==> config.mk <==
export PLATFORM = sky130hd
export DESIGN_NAME = tat_thermal_alarm
export DESIGN_NICKNAME = d
export VERILOG_FILES = /design/src/verilog/tat_pkg.sv /design/src/verilog/tat_thermal_alarm.sv
export VERILOG_INCLUDE_DIRS = /design/src /design/src/verilog
export SDC_FILE = /design/constraint.sdc
export NUM_CORES = 1
export LEC_CHECK = 0
export BUFFER_PORTS_ARGS = -buffer_cell sky130_fd_sc_hd__buf_2
export CAP_MARGIN = 40
export CELL_PAD_IN_SITES_DETAIL_PLACEMENT = 2
export CELL_PAD_IN_SITES_GLOBAL_PLACEMENT = 2
export CORE_ASPECT_RATIO = 0.9
export CORE_MARGIN = 2
export CORE_UTILIZATION = 36
export DETAILED_ROUTE_END_ITERATION = 10
export PLACE_DENSITY = 0.82
export SYNTH_ARGS = -nofsm -noshare
export SYNTH_HDL_FRONTEND = slang
export SYNTH_SLANG_ARGS = --single-unit
==> constraint.sdc <==
create_clock -name clk_in -period 3.86 [get_ports clk_in]
set_input_delay 0.579 -clock clk_in [delete_from_list [all_inputs] [get_ports clk_in]]
set_output_delay 0.579 -clock clk_in [all_outputs]
set_load 0.1 [all_outputs]
==> src/verilog/tat_consts.svh <==
// Offsets, field positions, reset values and timing for the thermal alarm.
// Included by the design; definitions only.
`ifndef TAT_CONSTS_SVH
`define TAT_CONSTS_SVH
// Register indices; byte address is four times the index
`define TAT_IDX_TEMP      3'h0
`define TAT_IDX_CFG       3'h1
`define TAT_IDX_HYS       3'h2
`define TAT_IDX_OVL       3'h3
`define TAT_IDX_STAT      3'h4
// Configuration field positions
`define TAT_CFG_SHUTDOWN  0
`define TAT_CFG_INTMODE   1
`define TAT_CFG_POLARITY  2
`define TAT_CFG_FAULT_LO  3
`define TAT_CFG_FAULT_HI  4
`define TAT_CFG_RES_LO    5
`define TAT_CFG_RES_HI    6
`define TAT_CFG_SINGLE    7
// Status field positions
`define TAT_STAT_ALARM    0
`define TAT_STAT_STANDBY  1
`define TAT_STAT_ARMHYS   2
`define TAT_STAT_TIMEOUT  3
// Reset values
`define TAT_RST_CFG       8'h00
`define TAT_RST_HYS       16'h4800
`define TAT_RST_OVL       16'h5000
`define TAT_RST_TEMP      16'h0000
// Timing
`define TAT_CLK_MHZ       125
`define TAT_TIMEOUT_US    25000
`endif

==> src/verilog/tat_pkg.sv <==
// Types shared by the thermal alarm design.
// Needs nothing from tat_consts.svh; the design includes that file itself.
package tat_pkg;
   // Conversion sequencer states
   typedef enum logic [0:0] {
      TAT_CV_IDLE = 1'b0,
      TAT_CV_BUSY = 1'b1
   } tat_cv_e;
   // Synchronised two-wire pin samples
   typedef struct packed {
      logic s1;
      logic s2;
      logic d;
   } tat_pin_s;
   // Complete state of the block
   typedef struct packed {
      logic [7:0]  cfg;
      logic [15:0] ovl;
      logic [15:0] hys;
      logic [15:0] temp;
      logic [2:0]  cnt;
      logic        pend;
      logic        alarm;
      logic        arm_hys;
      tat_cv_e     cv;
      logic        single_pend;
      logic        wait_n;
      logic [31:0] rdata;
      logic        conv_start;
      logic        oe;
      tat_pin_s    scl;
      tat_pin_s    sda;
      logic        in_frame;
      logic [23:0] to_cnt;
      logic        to_flag;
      logic        ser_rst;
   } tat_state_s;
endpackage

==> src/verilog/tat_thermal_alarm.sv <==
// Thermal alarm and conversion control of a digital temperature sensor.
// Assumes a converter on clk_in answering each start with one done pulse,
// an Avalon-MM master, and raw two-wire pins from outside this clock.
//
// Added by the designer: the address map and register access over Avalon-MM.
`timescale 1ns/1ns
`include "tat_consts.svh"
module tat_thermal_alarm #(
   parameter int TIMEOUT_CYCLES = `TAT_TIMEOUT_US * `TAT_CLK_MHZ
) (
   input  wire logic        clk_in,
   input  wire logic        srst_in,
   input  wire logic [4:0]  avm_address_in,
   input  wire logic        avm_read_in,
   input  wire logic        avm_write_in,
   input  wire logic [31:0] avm_writedata_in,
   input  wire logic [3:0]  avm_byteenable_in,
   output logic      [31:0] avm_readdata_out,
   output logic             avm_waitrequest_out,
   input  wire logic        conv_done_in,
   input  wire logic [15:0] conv_data_in,
   output logic             conv_start_out,
   input  wire logic        scl_in,
   input  wire logic        sda_in,
   output logic             serial_reset_out,
   output logic             alarm_output_out,
   output logic             alarm_output_oe_out
);
   // Fault count decode: 00->1, 01->2, 10->4, 11->6
   function automatic logic [2:0] fault_need(input logic [1:0] sel);
      case (sel)
         2'h0:    fault_need = 3'h1;
         2'h1:    fault_need = 3'h2;
         2'h2:    fault_need = 3'h4;
         default: fault_need = 3'h6;
      endcase
   endfunction

   // Resolution mask: 00->9, 01->10, 10->11, 11->12 data bits
   function automatic logic [15:0] res_mask(input logic [1:0] sel);
      case (sel)
         2'h0:    res_mask = 16'hFF80;
         2'h1:    res_mask = 16'hFFC0;
         2'h2:    res_mask = 16'hFFE0;
         default: res_mask = 16'hFFF0;
      endcase
   endfunction

   tat_pkg::tat_state_s st_q;
   tat_pkg::tat_state_s st_d;

   logic [2:0]  idx;
   logic        acc;
   logic        rd_ack;
   logic        wr_ack;
   logic [15:0] mask;
   logic [15:0] sample;
   logic        done_evt;
   logic        watch_hys;
   logic        cond;
   logic        fire;
   logic        int_mode;
   logic        sd_rise;
   logic        start_seen;
   logic        stop_seen;
   logic [7:0]  wcfg;
   logic [31:0] rd_mux;

   // Bus decode; an access is taken on the edge where waitrequest is low
   always_comb begin
      idx      = avm_address_in[4:2];
      acc      = (avm_read_in || avm_write_in) && !st_q.wait_n;
      rd_ack   = acc && avm_read_in;
      wr_ack   = acc && avm_write_in;
      mask     = res_mask({st_q.cfg[`TAT_CFG_RES_HI],
                           st_q.cfg[`TAT_CFG_RES_LO]});
      sample   = conv_data_in & mask;
      done_evt = conv_done_in && (st_q.cv == tat_pkg::TAT_CV_BUSY);
      int_mode = st_q.cfg[`TAT_CFG_INTMODE];
      // Comparator watches for release while active; interrupt alternates
      watch_hys = int_mode ? st_q.arm_hys : st_q.alarm;
      // Only resolution-wide threshold bits take part
      cond = watch_hys
           ? ($signed(sample) < $signed(st_q.hys & mask))
           : ($signed(sample) > $signed(st_q.ovl & mask));
      fire = done_evt && cond && st_q.pend;
      wcfg = avm_writedata_in[7:0];
      sd_rise = wr_ack && (idx == `TAT_IDX_CFG) && avm_byteenable_in[0]
              && wcfg[`TAT_CFG_SHUTDOWN]
              && !st_q.cfg[`TAT_CFG_SHUTDOWN];
      // Start and stop seen on synchronised, delayed copies
      start_seen = st_q.scl.s2 && st_q.scl.d && st_q.sda.d && !st_q.sda.s2;
      stop_seen  = st_q.scl.s2 && st_q.scl.d && !st_q.sda.d && st_q.sda.s2;
   end

   // Read mux; single-conversion bit is never stored so reads zero
   always_comb begin
      rd_mux = 32'h0000_0000;
      case (idx)
         `TAT_IDX_TEMP: rd_mux[15:0] = st_q.temp;
         `TAT_IDX_CFG:  rd_mux[7:0]  = st_q.cfg;
         `TAT_IDX_HYS:  rd_mux[15:0] = st_q.hys;
         `TAT_IDX_OVL:  rd_mux[15:0] = st_q.ovl;
         `TAT_IDX_STAT: begin
            rd_mux[`TAT_STAT_ALARM]   = st_q.alarm;
            rd_mux[`TAT_STAT_STANDBY] = (st_q.cv == tat_pkg::TAT_CV_IDLE)
                                        && st_q.cfg[`TAT_CFG_SHUTDOWN];
            rd_mux[`TAT_STAT_ARMHYS]  = st_q.arm_hys;
            rd_mux[`TAT_STAT_TIMEOUT] = st_q.to_flag;
         end
         default:       rd_mux = 32'h0000_0000;
      endcase
   end

   // Next-state logic for the whole block
   always_comb begin
      st_d = st_q;
      st_d.conv_start = 1'b0;
      st_d.ser_rst    = 1'b0;

      // Avalon slave: one wait cycle, then answer for exactly one edge
      if (acc) begin
         st_d.wait_n = 1'b1;
      end else if (avm_read_in || avm_write_in) begin
         st_d.wait_n = 1'b0;
         st_d.rdata  = rd_mux;
      end

      // Register writes; bus stays live in shutdown
      if (wr_ack) begin
         case (idx)
            `TAT_IDX_CFG: begin
               if (avm_byteenable_in[0]) begin
                  st_d.cfg = {1'b0, wcfg[6:0]};
                  // Single request only counts once already shut down
                  if (wcfg[`TAT_CFG_SINGLE] && wcfg[`TAT_CFG_SHUTDOWN]
                      && st_q.cfg[`TAT_CFG_SHUTDOWN]) begin
                     st_d.single_pend = 1'b1;
                  end
                  if (!wcfg[`TAT_CFG_SHUTDOWN]) begin
                     st_d.single_pend = 1'b0;
                  end
               end
            end
            `TAT_IDX_HYS: begin
               if (avm_byteenable_in[0]) st_d.hys[7:0]  = avm_writedata_in[7:0];
               if (avm_byteenable_in[1]) st_d.hys[15:8] = avm_writedata_in[15:8];
            end
            `TAT_IDX_OVL: begin
               if (avm_byteenable_in[0]) st_d.ovl[7:0]  = avm_writedata_in[7:0];
               if (avm_byteenable_in[1]) st_d.ovl[15:8] = avm_writedata_in[15:8];
            end
            default: begin
            end
         endcase
      end

      // Conversion sequencer; free-running from reset needs no host
      case (st_q.cv)
         tat_pkg::TAT_CV_IDLE: begin
            if (!st_q.cfg[`TAT_CFG_SHUTDOWN] || st_q.single_pend) begin
               st_d.cv          = tat_pkg::TAT_CV_BUSY;
               st_d.conv_start  = 1'b1;
               st_d.single_pend = 1'b0;
            end
         end
         tat_pkg::TAT_CV_BUSY: begin
            // A shutdown request lets the running conversion finish
            if (conv_done_in) begin
               st_d.cv = tat_pkg::TAT_CV_IDLE;
            end
         end
         default: st_d.cv = tat_pkg::TAT_CV_IDLE;
      endcase

      // Store result unless a host read is under way; old value then stands
      if (done_evt && !avm_read_in && !st_q.in_frame) begin
         st_d.temp = sample;
      end

      // Fault queue: uninterrupted qualifying runs only
      if (done_evt) begin
         if (!cond) begin
            st_d.cnt  = 3'h0;
            st_d.pend = 1'b0;
         end else if (st_q.pend) begin
            st_d.cnt  = 3'h0;
            st_d.pend = 1'b0;
         end else if (st_q.cnt + 3'h1 >= fault_need(
                         {st_q.cfg[`TAT_CFG_FAULT_HI],
                          st_q.cfg[`TAT_CFG_FAULT_LO]})) begin
            st_d.pend = 1'b1;
         end else begin
            st_d.cnt  = st_q.cnt + 3'h1;
         end
      end

      // Interrupt clear by any data read or by entering shutdown
      if (int_mode && ((rd_ack && idx <= `TAT_IDX_OVL) || sd_rise)) begin
         st_d.alarm = 1'b0;
      end
      // Comparator keeps its level through shutdown; a fire wins a clear
      if (fire) begin
         if (int_mode) begin
            st_d.alarm   = 1'b1;
            st_d.arm_hys = !st_q.arm_hys;
         end else begin
            st_d.alarm   = !st_q.alarm;
         end
      end

      // Open drain: pull low when pin level must be low
      st_d.oe = st_d.alarm ^ st_d.cfg[`TAT_CFG_POLARITY];

      // Pin synchronisers; the second stage and its delayed copy feed logic
      st_d.scl.s1 = scl_in;
      st_d.scl.s2 = st_q.scl.s1;
      st_d.scl.d  = st_q.scl.s2;
      st_d.sda.s1 = sda_in;
      st_d.sda.s2 = st_q.sda.s1;
      st_d.sda.d  = st_q.sda.s2;

      // Frame tracking and stuck-low data timeout
      if (start_seen) begin
         st_d.in_frame = 1'b1;
         st_d.to_cnt   = 24'h00_0000;
      end else if (stop_seen) begin
         st_d.in_frame = 1'b0;
      end else if (st_q.in_frame) begin
         if (st_q.sda.s2) begin
            st_d.to_cnt = 24'h00_0000;
         end else if (st_q.to_cnt >= 24'(TIMEOUT_CYCLES)) begin
            // Drop the frame and wait for a new start
            st_d.in_frame = 1'b0;
            st_d.ser_rst  = 1'b1;
            st_d.to_flag  = 1'b1;
            st_d.to_cnt   = 24'h00_0000;
         end else begin
            st_d.to_cnt = st_q.to_cnt + 24'h00_0001;
         end
      end
      if (rd_ack && idx == `TAT_IDX_STAT) begin
         st_d.to_flag = st_d.ser_rst;  // Read clears; a new timeout wins
      end
   end

   // State register
   always_ff @(posedge clk_in) begin
      if (srst_in) begin
         st_q             <= '0;
         st_q.cfg         <= `TAT_RST_CFG;
         st_q.hys         <= `TAT_RST_HYS;
         st_q.ovl         <= `TAT_RST_OVL;
         st_q.temp        <= `TAT_RST_TEMP;
         st_q.cv          <= tat_pkg::TAT_CV_IDLE;
         st_q.wait_n      <= 1'b1;
         st_q.scl         <= 3'h7;
         st_q.sda         <= 3'h7;
      end else begin
         st_q <= st_d;
      end
   end

   // Outputs straight from the state register; alarm pin data is tied low
   always_comb begin
      avm_readdata_out    = st_q.rdata;
      avm_waitrequest_out = st_q.wait_n;
      conv_start_out      = st_q.conv_start;
      serial_reset_out    = st_q.ser_rst;
      alarm_output_out    = 1'b0;
      alarm_output_oe_out = st_q.oe;
   end
endmodule

==> run_results.csv <==
group,metric,value,unit
timing,slew_viol_final,0,
floorplanning,placeableCoreArea,15500,sq um
floorplanning,rows,43,
global_routing,largest_net_degree_at_the_start_of_global_routing,88,
cells_and_area,final_layout_size_suffix_gt1_share,14.1,%
cells_and_area,seqCellArea,2220,sq um
power_and_ir_drop,switching_power,687,uW
place,hpwl_reported_at_the_end_of_detailed_placement,12.6,mm
floorplanning,die_y,124,microns
floorplanning,design.die.area,17000,sq um
global_routing,groute.usage.overall,20.9,%
synth,post_synthesis_cell_area,5740,sq um
cells_and_area,antenna-diode-count,0,
critical_path,timing.critical_path.required,4.14,ns
critical_path,worstSetupStartpointType,"flop",
global_routing,antenna_found_initial,0,
cells_and_area,flow.area_growth_from_synthesis,10.3,%
timing,skew,0.0111,ns
synth,syn_inst,685,
flow_run,drv_cap,0,
clock_tree,max-clock-path-buffers,2,
power_and_ir_drop,power_density_normalized_to_cell_area,372,nW/um^2
power_and_ir_drop,power.share.clock,38.5,%
route,dr.pass1.iters,4,
timing,timing.final.setup_violations,0,
route,route.detailed.wl_per_inst,18.0,microns
synth,number_of_flops_mapped_to_enable_cells_by_yosys,0,
clock_tree,cts_setup_buffers,0,
clock_tree,cts_hold_buf,0,
global_routing,grt_pass1_wl,27.3,mm
clock_tree,tritoncts_num_sinks,111,
route,detail_route.wirelength,16.6,mm
timing,timing.final.hold_violations,0,
floorplanning,top_level_ports,101,
synth,syn-mean-instance-area,8.38,sq um
cells_and_area,multi_input_area,3100,sq um
synth,async_flop_share,0,%
timing,max_slew_margin,40.3,%
floorplanning,dieWidth,137,microns
clock_tree,cts_inserted_buffers,9,
outcome,outcome,"finished, final reports clean",
timing,setup_tns,0,ns
power_and_ir_drop,p_comb_share,11.8,%
clock_tree,cts_tree,"built",
route,drc,0,
timing,period_share,77.1,%
synth,yosys.area.top_type_share,38.7,%
timing,grt_setup_unrepaired,"no",
timing,fmax,336,MHz
cells_and_area,final_core_util,40.9,%
critical_path,cp_data_arrival_time,3.25,ns
route,drtAntennaViolNets,0,
clock_tree,clk_root_buffer_cell,"sky130_fd_sc_hd__clkbuf_16",
clock_tree,cts.repair.resized,0,
synth,yosys-top-cells-area,"sky130_fd_sc_hd__dfxtp_1, sky130_fd_sc_hd__mux2i_1, sky130_fd_sc_hd__nor2_1",
route,via_per_inst,5.22,
timing,worst_slew_pin_slew,0.896,ns
synth,synth_ff_type,"sky130_fd_sc_hd__dfxtp_1",
critical_path,critPathKind,"reg2reg",
critical_path,cp-end-kind,"flop",
place,gp_routability_congestion,0.850,
cells_and_area,fillerInstances,1762,
power_and_ir_drop,switching_fraction,29.2,%
route,number_of_vias_in_the_routed_layout,4833,
synth,synth.yosys.seq_area_share,38.7,%
floorplanning,floorplan.initialDensity,37.0,%
synth,synth-seq-cells,111,
global_routing,grt_overflow_total,0,
synth,synth.largest_area_cell,"sky130_fd_sc_hd__dfxtp_1",
place,numPortBuffers,59,
synth,synth_most_common_cell,"sky130_fd_sc_hd__nor2_1",
cells_and_area,num-nets-final,809,
synth,synth_cell_type_count,54,
power_and_ir_drop,cellInternalPower,1.67,mW
global_routing,first_global_vias,5308,
clock_tree,clk_pin_slew_worst_paths,0.08,ns
timing,finalCriticalPeriod,2.98,ns
route,drt_iter0_drc,154,
synth,synth.yosys.warnings,0,
critical_path,worst-path-max-fanout,12,
synth,ranking_of_synthesized_cells_by_instance_count,"sky130_fd_sc_hd__nor2_1, sky130_fd_sc_hd__dfxtp_1, sky130_fd_sc_hd__a21oi_1, sky130_fd_sc_hd__mux2i_1, sky130_fd_sc_hd__nand2_1",
power_and_ir_drop,leakagePower,2.65,nW
clock_tree,clock_tree.htree_level_count,3,
power_and_ir_drop,share_seq_of_total_power,49.6,%
hold_path,hold_path_class,"in2reg",
power_and_ir_drop,vdd.ir_drop.worst,0.210,mV
clock_tree,clkLatencyLatePin,0.37,ns
## worst max-delay path, cell delays in order, from the launching register on
cell,delay (ns)
sky130_fd_sc_hd__dfxtp_1,0.57
sky130_fd_sc_hd__and3_1,0.23
sky130_fd_sc_hd__ha_1,0.18
sky130_fd_sc_hd__a21boi_0,0.26
sky130_fd_sc_hd__o221ai_1,0.22
sky130_fd_sc_hd__a31oi_1,0.25
sky130_fd_sc_hd__mux2i_1,0.12
sky130_fd_sc_hd__o21ai_0,0.59
sky130_fd_sc_hd__nand4_1,0.29
sky130_fd_sc_hd__o32ai_1,0.19
## layout make-up
cell class / instances / area share [%]
multi-input combinational: 496 / 48.9
sequential: 111 / 35.1
timing repair buffer: 66 / 5.49
tap: 202 / 3.99
clock buffer: 9 / 3.56
inverter: 34 / 2.02
clock inverter: 7 / 0.909
## per-layer routing
layer / wire length (microns) / global-route usage, % / vias to the layer above
li1: - / - / 2356
met1: 7620 / 25.5 / 2390
met2: 8310 / 36.9 / 63
met3: 433 / 4.44 / 24
met4: 243 / 6.19 / 0
met5: 0 / 0 / -
## path summary, 6_finish.rpt
check | cells after the start | start | endpoint | slack, ns
min | 2 | sda_in | st_d[28] | 0.39
max reg2reg | 9 | st_q[130] | st_q[74] | 0.88
max | 9 | st_q[130] | st_q[74] | 0.88
min reg2reg | 1 | st_d[31] | st_d[30] | 0.42
## cell usage in the layout, fill, tap and decap left out, drive strengths merged, types with 10 or more instances in the layout
cell type  netlist  final
conb             1     17
nand2b          13     13
ha              27     27
nand2           50     50
buf             39     66
o21ai           20     20
dfxtp          111    111
nor2           120    120
mux2i           51     51
xor2            10     10
nand3           14     14
a21oi           51     51
inv             34     35
## power by group through the flow
stage	logic [mW]	registers (mW)	clock network [mW]
6_report	0.278	1.17	0.907
5_1_grt	0.300	1.17	0.981
4_1_cts	0.281	1.17	0.929
3_5_place_dp	0.279	1.20	0
3_3_place_gp	0.269	1.19	0
2_1_floorplan	0.206	1.20	0
## cell families after synthesis
kind of cell,Yosys count,share of synthesized area (%)
xor gates and xnor gates,17,2.59
and+or+nand+nor,263,21.6
muxes,55,10.3
adders and majority gates,28,6.06
DFF,111,38.7
buffers and inverters,94,8.46
AOI/OAI and AO/OA,116,12.2
other,1,0.0653
## state kept, by name, summed over array words and instances (netlist names)
name and cells:
st_q 86, avm_readdata_out 16, st_d 4, alarm_output_oe_out 1, avm_waitrequest_out 1, conv_start_out 1, int_mode 1, serial_reset_out 1
## metrics by stage
step,worst slack [ns],instance area [sq um],hold slack [ns],total power [mW],instances
finish,0.884,6330,0.386,2.35,925
CTS,0.910,6330,0.380,2.38,925
global route,0.730,6330,0.381,2.45,925
floorplan,1.54,5800,0.389,1.41,701
detailed placement,0.922,6050,0.406,1.47,909
global placement,1.08,6050,0.403,1.46,909
No activity file was read; power rests on OpenSTA's default activity.
